==> config.mk <==
export PLATFORM = sky130hd
export DESIGN_NAME = ide_channel_timing_control
export DESIGN_NICKNAME = d
export VERILOG_FILES = /design/src/ide_strobe_sequencer.v /design/src/ide_channel_timing_control.v
export VERILOG_INCLUDE_DIRS = /design/src
export SDC_FILE = /design/constraint.sdc
export NUM_CORES = 1
export LEC_CHECK = 0
export BUFFER_PORTS_ARGS = -buffer_cell sky130_fd_sc_hd__buf_2
export CAP_MARGIN = 30
export CORE_UTILIZATION = 45
export CTS_CLUSTER_DIAMETER = 60
export DETAILED_ROUTE_END_ITERATION = 8
export PLACE_DENSITY = 0.66
export SLEW_MARGIN = 10
export SYNTH_ARGS = -nofsm -noshare
export SYNTH_HDL_FRONTEND = slang
export SYNTH_SLANG_ARGS = --single-unit
==> constraint.sdc <==
create_clock -name ref_clk -period 9.04 [get_ports ref_clk]
set_clock_uncertainty 0.05 [all_clocks]
set_input_delay 2.26 -clock ref_clk [delete_from_list [all_inputs] [get_ports ref_clk]]
set_output_delay 2.26 -clock ref_clk [all_outputs]
set_load 0.03 [all_outputs]
==> src/ide_timing_consts.vh <==
// constants for the ide channel timing control block
`ifndef IDE_TIMING_CONSTS_VH
`define IDE_TIMING_CONSTS_VH

// register indices; byte address is four times the index
`define IDX_BUS_MASTER_TUNING 8'h44
`define IDX_INTERRUPT_STEERING 8'h45
`define IDX_FIFO_FLUSH_CONTROL 8'h46
`define IDX_STROBE_TIMING 8'h48
`define IDX_ADDRESS_SETUP 8'h4C
`define IDX_SEC_TASKFILE_TIMING 8'h4E
`define IDX_PRI_TASKFILE_TIMING 8'h4F
`define IDX_SYNC_DMA_TIMING 8'h50
`define IDX_PRI_SECTOR_BYTES 8'h60
`define IDX_SEC_SECTOR_BYTES 8'h68

// bus master tuning fields
`define BMT_READ_WAIT 6
`define BMT_WRITE_WAIT 5
`define BMT_FIFO_ADVANCE 4
`define BMT_STATUS_RETRY 3
`define BMT_MASK 8'h7B
`define BMT_RESET 8'h68

// interrupt steering fields
`define STEER_SWAP 6
`define STEER_MASK 8'h40
`define STEER_RESET 8'h00

// fifo flush control fields
`define FLUSH_PRI_READ 7
`define FLUSH_SEC_READ 6
`define FLUSH_PRI_SECTOR 5
`define FLUSH_SEC_SECTOR 4
`define FLUSH_LIMIT_HI 1
`define FLUSH_LIMIT_LO 0
`define FLUSH_MASK 8'hF3
`define FLUSH_RESET 8'h00
`define READY_LIMIT_STEP 8'h40

// strobe, setup and task file timing
`define STROBE_RESET 32'hA8A8_A8A8
`define SETUP_RESET 8'hFF
`define TASKFILE_RESET 8'hF0

// sync dma timing, one byte per drive
`define SDMA_METHOD 7
`define SDMA_ENABLE 6
`define SDMA_MODE 5
`define SDMA_RW_MASK 32'hC3C3_C3C3
`define SDMA_RESET 32'h0303_0303
`define SDMA_CYCLE_BASE 3'h2

// sector size
`define SECTOR_MASK 16'h0FFF
`define SECTOR_RESET 12'h200
`define BYTES_PER_WORD 12'h002

// sequencer states
`define SEQ_IDLE 2'h0
`define SEQ_SETUP 2'h1
`define SEQ_ACTIVE 2'h2
`define SEQ_RECOVER 2'h3

`endif

==> src/ide_strobe_sequencer.v <==
// one channel's drive strobe sequencer: address setup, active width, recovery
`include "ide_timing_consts.vh"
module ide_strobe_sequencer (
  input wire ref_clk, // 100 mhz clock
  input wire rst, // async reset, active high
  input wire start, // one-cycle request to run a strobe
  input wire write, // 1 write strobe, 0 read strobe
  input wire [1:0] setup_code, // address setup code, clocks minus one
  input wire [3:0] active_code, // active width, clocks minus one
  input wire [3:0] recovery_code, // recovery, clocks minus one
  input wire [7:0] ready_limit, // hang limit in clocks, zero for none
  input wire ready_ok, // synchronised: drive not holding ready low
  output reg read_strobe_n, // drive read strobe, active low
  output reg write_strobe_n, // drive write strobe, active low
  output reg busy, // sequence in progress
  output reg done, // one-cycle pulse at end of recovery
  output reg hang_break // one-cycle pulse when the limit cut a strobe
);
  reg [1:0] state;
  reg [3:0] count;
  reg [7:0] wait_count;
  reg is_write;
  reg [3:0] active_hold;
  reg [3:0] recovery_hold;

  wire limit_hit = (ready_limit != 8'h00) && (wait_count >= ready_limit - 8'h01);

  always @(posedge ref_clk or posedge rst) begin
    if (rst) begin
      state <= `SEQ_IDLE;
      count <= 4'h0;
      wait_count <= 8'h00;
      is_write <= 1'b0;
      active_hold <= 4'h0;
      recovery_hold <= 4'h0;
      read_strobe_n <= 1'b1;
      write_strobe_n <= 1'b1;
      busy <= 1'b0;
      done <= 1'b0;
      hang_break <= 1'b0;
    end else begin
      done <= 1'b0;
      hang_break <= 1'b0;
      case (state)
        `SEQ_IDLE: begin
          if (start) begin
            is_write <= write;
            active_hold <= active_code;
            recovery_hold <= recovery_code;
            count <= {2'b00, setup_code};
            busy <= 1'b1;
            state <= `SEQ_SETUP;
          end
        end
        `SEQ_SETUP: begin
          if (count == 4'h0) begin
            count <= active_hold;
            wait_count <= 8'h00;
            read_strobe_n <= is_write;
            write_strobe_n <= ~is_write;
            state <= `SEQ_ACTIVE;
          end else begin
            count <= count - 4'h1;
          end
        end
        `SEQ_ACTIVE: begin
          if (wait_count != 8'hFF) begin
            wait_count <= wait_count + 8'h01;
          end
          if (count != 4'h0) begin
            count <= count - 4'h1;
          end else if (ready_ok || limit_hit) begin
            hang_break <= ~ready_ok;
            read_strobe_n <= 1'b1;
            write_strobe_n <= 1'b1;
            count <= recovery_hold;
            state <= `SEQ_RECOVER;
          end
        end
        `SEQ_RECOVER: begin
          if (count == 4'h0) begin
            busy <= 1'b0;
            done <= 1'b1;
            state <= `SEQ_IDLE;
          end else begin
            count <= count - 4'h1;
          end
        end
        default: begin
          state <= `SEQ_IDLE;
          busy <= 1'b0;
        end
      endcase
    end
  end
endmodule // ide_strobe_sequencer

==> src/ide_channel_timing_control.v <==
// register bank and timing control for a two-channel bus-mastering ide controller
// Summary of operation
// - master read inserts one initiator-ready wait state when tuning bit 6 set
// - master write inserts one initiator-ready wait state when tuning bit 5 set
// - tuning bit 4 presents fifo output data half a clock early
// - tuning bit 3 retries status reads while dma-read master write pending
// - steering swap bit exchanges primary and secondary interrupt outputs
// - read dma flush bits flush channel fifo when channel interrupt asserts
// - end-of-sector flush bits flush channel fifo after every sector
// - strobe ends after 64, 128 or 192 clocks despite drive ready low
// - strobe timing register: active and recovery nibble per drive, pri drive 0 top
// - active width and recovery last field value plus one clocks
// - two-bit address setup per drive gives one to four clocks
// - per-channel task file timing upper nibble sets strobe active width
// - method bit: clear follows set-features detection, set follows enable bit
// - per-drive enable bit switches synchronous dma on
// - read-only transfer mode bit: 0 sync dma based, 1 pio based
// - cycle time field gives two to five clocks per sync dma cycle
// - sync dma register uses one byte per drive, unused bits read zero
// - twelve-bit bytes per sector per channel, default 200h, top bits zero
//
// The APB interface to the registers was decided locally.
`include "ide_timing_consts.vh"
module ide_channel_timing_control (
  input wire ref_clk, // 100 mhz clock
  input wire rst, // async reset, active high
  input wire psel, // apb select
  input wire penable, // apb access phase
  input wire pwrite, // apb direction
  input wire [9:0] paddr, // apb byte address
  input wire [31:0] pwdata, // apb write data
  output reg [31:0] prdata, // apb read data
  output reg pready, // apb ready
  output reg pslverr, // apb error on unmapped address
  input wire status_read_req, // host reads bus master status register
  input wire dma_write_pending, // master write for dma read not complete
  output reg status_read_retry, // answer the status read with retry
  output wire read_irdy_wait, // one wait state on master reads
  output wire write_irdy_wait, // one wait state on master writes
  output wire fifo_data_advance, // fifo data half clock early
  input wire [1:0] channel_irq, // raw interrupt, bit0 primary
  output reg [1:0] irq_out, // steered interrupt, bit0 primary output
  output reg [1:0] fifo_flush, // one-cycle flush pulse per channel
  input wire [1:0] word_moved, // one 16-bit word moved on a channel
  input wire [1:0] cmd_start, // start a drive strobe on a channel
  input wire [1:0] cmd_write, // strobe direction per channel
  input wire [1:0] cmd_drive, // drive select per channel
  input wire [1:0] cmd_taskfile, // access is to a non-data task file port
  input wire [1:0] drive_ready_wait_n, // drive ready pins, low holds strobe
  output wire [1:0] drive_read_strobe_n, // read strobe per channel, active low
  output wire [1:0] drive_write_strobe_n, // write strobe per channel, active low
  output wire [1:0] strobe_busy, // sequencer busy per channel
  output wire [1:0] strobe_done, // sequencer finished pulse
  output wire [1:0] strobe_hang_break, // strobe cut by hang limit pulse
  input wire [3:0] set_features_on, // set-features enabling sync dma, per drive
  input wire [3:0] set_features_off, // set-features disabling sync dma, per drive
  input wire [3:0] pio_based, // drive timing currently pio based
  output reg [3:0] sync_dma_active, // sync dma mode per drive
  output reg [11:0] sync_dma_cycle // cycle clocks per drive, 3 bits each
);
  reg [7:0] bus_master_tuning;
  reg [7:0] interrupt_steering;
  reg [7:0] fifo_flush_control;
  reg [31:0] strobe_timing;
  reg [7:0] address_setup;
  reg [7:0] sec_taskfile_timing;
  reg [7:0] pri_taskfile_timing;
  reg [31:0] sync_dma_timing;
  reg [11:0] pri_sector_bytes;
  reg [11:0] sec_sector_bytes;
  reg [3:0] feature_latch;
  reg [3:0] mode_bits;
  reg [1:0] ready_meta;
  reg [1:0] ready_sync;
  reg [1:0] irq_last;
  reg [11:0] pri_byte_count;
  reg [11:0] sec_byte_count;
  reg [31:0] next_rdata;
  reg next_hit;
  reg [31:0] sync_mode_view;

  wire access_done = psel & penable & pready;
  wire write_now = access_done & pwrite & ~pslverr;
  wire [7:0] reg_index = paddr[9:2];

  assign read_irdy_wait = bus_master_tuning[`BMT_READ_WAIT];
  assign write_irdy_wait = bus_master_tuning[`BMT_WRITE_WAIT];
  assign fifo_data_advance = bus_master_tuning[`BMT_FIFO_ADVANCE];

  // read-only mode bits folded into the sync dma view
  always @* begin
    sync_mode_view = sync_dma_timing & `SDMA_RW_MASK;
    sync_mode_view[24 + `SDMA_MODE] = mode_bits[0];
    sync_mode_view[16 + `SDMA_MODE] = mode_bits[1];
    sync_mode_view[8 + `SDMA_MODE] = mode_bits[2];
    sync_mode_view[`SDMA_MODE] = mode_bits[3];
  end

  // read decode and unmapped detection
  always @* begin
    next_rdata = 32'h0000_0000;
    next_hit = 1'b1;
    case (reg_index)
      `IDX_BUS_MASTER_TUNING: next_rdata = {24'h00_0000, bus_master_tuning};
      `IDX_INTERRUPT_STEERING: next_rdata = {24'h00_0000, interrupt_steering};
      `IDX_FIFO_FLUSH_CONTROL: next_rdata = {24'h00_0000, fifo_flush_control};
      `IDX_STROBE_TIMING: next_rdata = strobe_timing;
      `IDX_ADDRESS_SETUP: next_rdata = {24'h00_0000, address_setup};
      `IDX_SEC_TASKFILE_TIMING: next_rdata = {24'h00_0000, sec_taskfile_timing};
      `IDX_PRI_TASKFILE_TIMING: next_rdata = {24'h00_0000, pri_taskfile_timing};
      `IDX_SYNC_DMA_TIMING: next_rdata = sync_mode_view;
      `IDX_PRI_SECTOR_BYTES: next_rdata = {20'h0_0000, pri_sector_bytes};
      `IDX_SEC_SECTOR_BYTES: next_rdata = {20'h0_0000, sec_sector_bytes};
      default: next_hit = 1'b0;
    endcase
  end

  // apb slave: answers in the first access cycle
  always @(posedge ref_clk or posedge rst) begin
    if (rst) begin
      pready <= 1'b0;
      pslverr <= 1'b0;
      prdata <= 32'h0000_0000;
    end else begin
      pready <= psel & ~penable & ~pready;
      if (psel & ~penable) begin
        pslverr <= ~next_hit;
        prdata <= pwrite ? 32'h0000_0000 : next_rdata;
      end else if (access_done) begin
        pslverr <= 1'b0;
        prdata <= 32'h0000_0000;
      end
    end
  end

  // register writes
  always @(posedge ref_clk or posedge rst) begin
    if (rst) begin
      bus_master_tuning <= `BMT_RESET;
      interrupt_steering <= `STEER_RESET;
      fifo_flush_control <= `FLUSH_RESET;
      strobe_timing <= `STROBE_RESET;
      address_setup <= `SETUP_RESET;
      sec_taskfile_timing <= `TASKFILE_RESET;
      pri_taskfile_timing <= `TASKFILE_RESET;
      sync_dma_timing <= `SDMA_RESET;
      pri_sector_bytes <= `SECTOR_RESET;
      sec_sector_bytes <= `SECTOR_RESET;
    end else if (write_now) begin
      case (reg_index)
        `IDX_BUS_MASTER_TUNING: bus_master_tuning <= pwdata[7:0] & `BMT_MASK;
        `IDX_INTERRUPT_STEERING: interrupt_steering <= pwdata[7:0] & `STEER_MASK;
        `IDX_FIFO_FLUSH_CONTROL: fifo_flush_control <= pwdata[7:0] & `FLUSH_MASK;
        `IDX_STROBE_TIMING: strobe_timing <= pwdata;
        `IDX_ADDRESS_SETUP: address_setup <= pwdata[7:0];
        `IDX_SEC_TASKFILE_TIMING: sec_taskfile_timing <= pwdata[7:0];
        `IDX_PRI_TASKFILE_TIMING: pri_taskfile_timing <= pwdata[7:0];
        `IDX_SYNC_DMA_TIMING: sync_dma_timing <= pwdata & `SDMA_RW_MASK;
        `IDX_PRI_SECTOR_BYTES: pri_sector_bytes <= pwdata[11:0];
        `IDX_SEC_SECTOR_BYTES: sec_sector_bytes <= pwdata[11:0];
        default: begin
        end
      endcase
    end
  end

  // status read retry and interrupt steering
  always @(posedge ref_clk or posedge rst) begin
    if (rst) begin
      status_read_retry <= 1'b0;
      irq_out <= 2'b00;
      irq_last <= 2'b00;
    end else begin
      status_read_retry <= bus_master_tuning[`BMT_STATUS_RETRY] & status_read_req
        & dma_write_pending;
      irq_last <= channel_irq;
      if (interrupt_steering[`STEER_SWAP]) begin
        irq_out <= {channel_irq[0], channel_irq[1]};
      end else begin
        irq_out <= channel_irq;
      end
    end
  end

  // sector byte counters and fifo flush
  wire [11:0] pri_count_next = pri_byte_count + `BYTES_PER_WORD;
  wire [11:0] sec_count_next = sec_byte_count + `BYTES_PER_WORD;
  wire pri_sector_end = word_moved[0] && (pri_count_next >= pri_sector_bytes);
  wire sec_sector_end = word_moved[1] && (sec_count_next >= sec_sector_bytes);
  wire [1:0] irq_rise = channel_irq & ~irq_last;

  always @(posedge ref_clk or posedge rst) begin
    if (rst) begin
      pri_byte_count <= 12'h000;
      sec_byte_count <= 12'h000;
      fifo_flush <= 2'b00;
    end else begin
      if (word_moved[0]) begin
        pri_byte_count <= pri_sector_end ? 12'h000 : pri_count_next;
      end
      if (word_moved[1]) begin
        sec_byte_count <= sec_sector_end ? 12'h000 : sec_count_next;
      end
      fifo_flush[0] <= (fifo_flush_control[`FLUSH_PRI_READ] & irq_rise[0])
        | (fifo_flush_control[`FLUSH_PRI_SECTOR] & pri_sector_end);
      fifo_flush[1] <= (fifo_flush_control[`FLUSH_SEC_READ] & irq_rise[1])
        | (fifo_flush_control[`FLUSH_SEC_SECTOR] & sec_sector_end);
    end
  end

  // drive ready pins cross in through two flip-flops
  always @(posedge ref_clk or posedge rst) begin
    if (rst) begin
      ready_meta <= 2'b11;
      ready_sync <= 2'b11;
    end else begin
      ready_meta <= drive_ready_wait_n;
      ready_sync <= ready_meta;
    end
  end

  wire [1:0] limit_code = fifo_flush_control[`FLUSH_LIMIT_HI:`FLUSH_LIMIT_LO];
  wire [7:0] ready_limit = {6'h00, limit_code} * `READY_LIMIT_STEP;

  genvar ch;
  generate
    for (ch = 0; ch < 2; ch = ch + 1) begin : chan
      // drive index 0 is primary drive 0, held in the top byte
      wire [1:0] drive_index = {(ch != 0), cmd_drive[ch]};
      wire [31:0] strobe_shift = strobe_timing << {drive_index, 3'b000};
      wire [7:0] setup_shift = address_setup << {drive_index, 1'b0};
      wire [7:0] taskfile = (ch == 0) ? pri_taskfile_timing : sec_taskfile_timing;
      wire [3:0] active_code = cmd_taskfile[ch] ? taskfile[7:4] : strobe_shift[31:28];
      ide_strobe_sequencer seq (
        .ref_clk(ref_clk),
        .rst(rst),
        .start(cmd_start[ch]),
        .write(cmd_write[ch]),
        .setup_code(setup_shift[7:6]),
        .active_code(active_code),
        .recovery_code(strobe_shift[27:24]),
        .ready_limit(ready_limit),
        .ready_ok(ready_sync[ch]),
        .read_strobe_n(drive_read_strobe_n[ch]),
        .write_strobe_n(drive_write_strobe_n[ch]),
        .busy(strobe_busy[ch]),
        .done(strobe_done[ch]),
        .hang_break(strobe_hang_break[ch])
      );
    end
  endgenerate

  // synchronous dma mode per drive; drive 0 is primary drive 0 in the top byte
  genvar dr;
  generate
    for (dr = 0; dr < 4; dr = dr + 1) begin : drive
      wire [7:0] cfg = sync_dma_timing[31 - 8 * dr -: 8];
      always @(posedge ref_clk or posedge rst) begin
        if (rst) begin
          feature_latch[dr] <= 1'b0;
          mode_bits[dr] <= 1'b0;
          sync_dma_active[dr] <= 1'b0;
          sync_dma_cycle[3 * dr +: 3] <= 3'h5;
        end else begin
          if (set_features_on[dr]) begin
            feature_latch[dr] <= 1'b1;
          end else if (set_features_off[dr]) begin
            feature_latch[dr] <= 1'b0;
          end
          mode_bits[dr] <= pio_based[dr];
          sync_dma_active[dr] <= cfg[`SDMA_METHOD] ? cfg[`SDMA_ENABLE]
            : feature_latch[dr];
          sync_dma_cycle[3 * dr +: 3] <= {1'b0, cfg[1:0]} + `SDMA_CYCLE_BASE;
        end
      end
    end
  endgenerate
endmodule // ide_channel_timing_control

-- Word level (Yosys, flattened, before mapping)
Cells that the tools add are included.
- shift-type cells: 4
- multiplexer cells: 82
- $lt $le $gt $ge: 4
- reductions and logical operators: 45
- add/sub/neg operators: 11
- bitwise logic cells: 24
- equal/unequal tests: 34
- operators with widths (cell ; count):
    $pmux W32 S10 ; 1
    $mux W32 ; 3
    $eq A8 B7 Y1 const B ; 10
    $mux W4 ; 12
    $mux W1 ; 37
    $mux W8 ; 4
    $pmux W4 S4 ; 2
    $pmux W8 S2 ; 2
    $shl A32 B4 Y32 ; 1
    $shl A32 B5 Y32 ; 1
    $add A12 B2 Y12 const B ; 2
    $ge A12 B12 Y1 ; 2
    $mux W12 ; 2
    $reduce_and A2 Y1 ; 12
    $mux W2 ; 11
    $reduce_and A3 Y1 ; 6
    $reduce_bool A2 Y1 ; 9
    $add A8 B1 Y8 const B ; 2
    $ge A8 B8 Y1 ; 2
    $ne A2 B1 Y1 const B ; 8
    $ne A8 B8 Y1 const B ; 2
    $pmux W2 S4 ; 2
    $add A2 B2 Y3 const B ; 4
    $and A1 B1 Y1 ; 12
    22 further kinds ; 55
- flip-flop bits (word level): 258
- output and inout port bits: 68
- word-level logic and storage cells: 263

-- Depth between registers and ports, before layout
- word-level depth: 7
- depth in mapped cells: 12
- mapped depth without buffers: 11

-- Cells and area by module
Synthesis repeated with hierarchy kept, for this count alone.
- cells, all modules: 1201
- area, all modules: 13281.5 µm²
- modules (own cells, without submodules) (module ; area an instance (µm²) ; times used ; cells each ; sequential area each (µm²)):
    ide_channel_timing_control ; 9492.9 ; 1 ; 817 ; 5071.1
    ide_strobe_sequencer at chan[0].seq ; 1939.4 ; 1 ; 200 ; 703.2
    ide_strobe_sequencer at chan[1].seq ; 1849.3 ; 1 ; 184 ; 703.2

-- Worst setup path after synthesis
OpenSTA, ideal clock, no wires.
- kind: input to register
- from: input paddr[7]
- to: register bus_master_tuning[0]
- stages on the path: 6
- data arrival time: 3790 ps
- path slack: 5075 ps
- path buffers: 1
- cells stage by stage: buf_6 nor4b_4 nand2_2 or3_4 nor3_4 mux2_2
- word-level cells in the longest chain between the ends: 2
- RTL lines (item ; line ; source):
    start, declared ; ide_channel_timing_control.v:30 ; input wire [9:0] paddr,
    $eq A8 B7 Y1 ; ide_channel_timing_control.v:150 ; case (reg_index)
    $reduce_and A2 Y1 (no source line) ; n/a ;
    end signal, assigned ; ide_channel_timing_control.v:139 ; bus_master_tuning <= `BMT_RESET;
    end signal, assigned ; ide_channel_timing_control.v:151 ; `IDX_BUS_MASTER_TUNING: bus_master_tuning <= pwdata[7:0] & `BMT_MASK;
    end, declared ; ide_channel_timing_control.v:61 ; reg [7:0] bus_master_tuning;
No other way between the ends.
A chain may end at the register's enable or synchronous reset.

-- Worst setup path in the final report
- from: input paddr[5]
- to: register prdata[11]
- word-level cells in the longest chain between the ends: 4
- elaborated cells on any way between the ends: 13
- classes of those cells: eq/ne (10); mux (3)
- RTL lines (item ; line ; source):
    $eq A8 B7 Y1 ; ide_channel_timing_control.v:103 ; case (reg_index)
    $pmux W32 S10 * ; ide_channel_timing_control.v:103 ;
    $mux W32 * ; ide_channel_timing_control.v:128 ; prdata <= pwrite ? 32'h0000_0000 : next_rdata;
    $mux W32 * ; ide_channel_timing_control.v:126 ; if (psel & ~penable) begin
    end signal, assigned ; ide_channel_timing_control.v:128 ;
    end, declared ; ide_channel_timing_control.v:32 ; output reg [31:0] prdata,
Mark *: on every way between the ends. The rest lies on a longest branch, timed or not.

==> flow_metrics.env <==
export IMPL_status="finished clean"
export IMPL_cts_hold_buf=0
export IMPL_grt_pass1_vias=9326
export IMPL_drtPass1Iterations=5
export IMPL_finalMaxSlewViolations=0
export IMPL_cts_buffer_depth=3
export IMPL_place_area_mm2=0.01360
export IMPL_via_count=9230
export IMPL_wl_um=30890
export IMPL_area_growth_synth_to_final_pct=15.24
export IMPL_setup_viol=0
export IMPL_drc=0
export IMPL_maxSlewHeadroom_pct=27.38
export IMPL_io_pins=143
export IMPL_synthArstFlopShare_pct=100.0
export IMPL_die_area_mm2=0.02887
export IMPL_avgSynthCellArea_um2=10.90
export IMPL_die_x_um=169.9
export IMPL_cts_made_buffers=29
export IMPL_final_hold_violation_count=0
export IMPL_fillerInstances=2566
export IMPL_postCtsSetupRepairBufs=0
export IMPL_yosys_cell_types_count=73
export IMPL_min_from="ready_meta[0]"
export IMPL_worstPathMaxFanout=34
export IMPL_start_util_pct=45.68
export IMPL_cts_resized_gates=0
export IMPL_grt_max_degree=183
export IMPL_port_buffers=140
export IMPL_final_util_pct=52.64
export IMPL_cts_sinks=256
export IMPL_synthTopCellsByArea="dfrtp_1 (39%), dfstp_2 (12%), mux2_2 (9.8%)"
export IMPL_critPathMaxStageDelay_ns=0.65
export IMPL_hold_depth=0
export IMPL_drtIter0Drc=594
export IMPL_ant_nets=0
export IMPL_synth_ff_type="dfrtp_1"
export IMPL_setup_tns_final_ns=0
export IMPL_synth_nets=1286
export IMPL_critPathArrivalTime_ns=4.64
export IMPL_dpl_hpwl_um=22060
export IMPL_crit_slowest_cell="or3_1"
export IMPL_yosys_warnings=0
export IMPL_synth_top_area_share_pct=39.24
export IMPL_holdWs_ns=0.3116
export IMPL_crit_type="primary input to flop"
export IMPL_maxCapViolCount=0
export IMPL_power_density_mw_per_mm2=226.1
export IMPL_fin_crit_ns=4.235
export IMPL_synth_top_area_cell="dfrtp_1"
export IMPL_syn_inst=1164
export IMPL_reg2reg_depth=10
export IMPL_vdd_drop_max_mv=0.1401
export IMPL_core_area_mm2=0.02778
export IMPL_synth_edff_count=0
export IMPL_final_cell_mix="dfrtp_1 (199), buf_2 (140), nand2_1 (136), mux2_2 (110), o21ai_0 (73)"
export IMPL_cts_tree="yes"
export IMPL_grt_setup_unrepaired="false"
export IMPL_endpoint_kind="flop"
export IMPL_clockRootBuffer="clkbuf_16"
export IMPL_wl_per_cell_um=18.36
export IMPL_multi_input_area_mm2=0.005612
export IMPL_regArea_mm2=0.006477
export IMPL_tightest_slew_ns=1.089
export IMPL_start_kind="primary input"
export IMPL_finalCritPeriodShare_pct=46.85
export IMPL_fin_nets=1404
export IMPL_leakagePower_nw=6.803
export IMPL_final_common_cell="dfrtp_1"
export IMPL_crit_chain="buf_2 > nor2_1 > xnor2_1 > a32oi_1 > or3_1 > buf_8 > o31ai_1"
export IMPL_via_per_inst=5.488
export IMPL_dieHeight_um=169.9
export IMPL_clock_latency_ns=0.55
export IMPL_htreeDepth=1
export IMPL_grt_overflow=0
export IMPL_fp_row_count=61
export IMPL_gp_congestion=0.8983
export IMPL_design_area_mm2=0.01462
export IMPL_fmax_mhz=236.1
export IMPL_required_ns=9.44
export IMPL_layout_drive_gt1_share_pct=30.52
export IMPL_antenna_found_initial=1
export IMPL_timing_rr_start="pri_byte_count[4]"
export IMPL_syn_area_mm2=0.01269
export IMPL_grt_usage_pct=22.00
export IMPL_crit_path_start="paddr[5]"
export IMPL_clk_pin_slew_ns=0.06
export IMPL_ys_seq_area_share_pct=51.05
export IMPL_diodes=0
export IMPL_grt_pass1_wl_um=49850
export IMPL_hold_path_class="flop to flop"
export IMPL_ys_seq_elements=256
-- flip-flops by register name, summed over array words and instances (netlist names), 4 cells and up --
signal / cells
strobe_timing: 32
chan.taskfile: 16
prdata: 32
chan.seq.wait_count: 16
sec_sector_bytes: 12
address_setup: 8
pri_byte_count: 11
feature_latch: 4
chan.seq.recovery_hold: 8
sync_dma_active: 4
sync_dma_cycle: 12
chan.seq.active_hold: 8
chan.seq.count: 8
bus_master_tuning: 6
mode_bits: 4
fifo_flush_control: 6
pri_sector_bytes: 12
chan.seq.state: 4
sync_dma_timing: 16
sec_byte_count: 11
-- Yosys cell counts, drive strengths merged (23+ instances only) --
master    n
mux2    114
dfstp    57
dfrtp   199
a21oi    42
buf      34
clkbuf   29
inv      68
nor2     45
ha       47
mux2i    33
nand2   139
o21ai    95
nor3     23
-- stage by stage --
stage | worst slack (ns) | total power, mW | instances
final | 4.805 | 3.306 | 1682
after global routing | 4.704 | 3.491 | 1682
after CTS | 4.847 | 3.323 | 1679
after detailed placement | 4.270 | 2.109 | 1626
after global placement | 4.128 | 2.069 | 1624
after floorplan | 3.405 | 1.928 | 1164
-- path summary, 6_finish.rpt --
check                      slack (ns)                   to
max in group asynchronous        5.88  sync_dma_timing[16]
min in group asynchronous        1.86     chan[0].seq.done
min reg2reg                      0.31        ready_sync[0]
min                              0.31        ready_sync[0]
max reg2reg                      5.77    pri_byte_count[4]
max                              4.80           prdata[11]
-- final cells by class --
class / count / share of cell area [%]
flip-flops and latches: 256 / 44.29
inverters: 69 / 1.797
multi-input cells: 776 / 38.37
repair buffers: 150 / 5.604
clock buffers: 43 / 5.595
clock inverters: 10 / 1.104
well taps: 378 / 3.234
-- routing by layer --
metal	wire, µm	vias to the layer above	GRT usage, %
met4	887	2	6.776
met3	1272	67	3.047
met2	14680	215	36.55
met5	8	-	0
met1	14040	4558	29.78
li1	-	4388	-
-- worst max-delay path, delay by kind of cell --
| kind | cells | cell delay (ns) |
|---|---|---|
| AOI/OAI and AO/OA | 2 | 0.43 |
| buffers and inverters | 2 | 0.89 |
| and+or+nand+nor | 2 | 0.81 |
| xor gates and xnor gates | 1 | 0.22 |
-- logic make-up after synthesis --
| group | share of synthesized area [%] |
|---|---|
| AO/OA/AOI/OAI | 13.16 |
| flip-flops | 51.05 |
| XOR/XNOR | 1.518 |
| adder cells (fa/ha/maj) | 4.634 |
| multiplexers | 12.90 |
| buffers and inverters | 4.762 |
| AND/OR/NAND/NOR | 11.98 |
-- report_power, final --
| part | total [mW] | switching [mW] | internal (mW) |
|---|---|---|---|
| clock | 1.21 | 0.468 | 0.739 |
| combinational | 0.796 | 0.496 | 0.300 |
| sequential | 1.30 | 0.0679 | 1.24 |
| total | 3.31 | 1.03 | 2.27 |
Power figures use the tool's default switching activity.
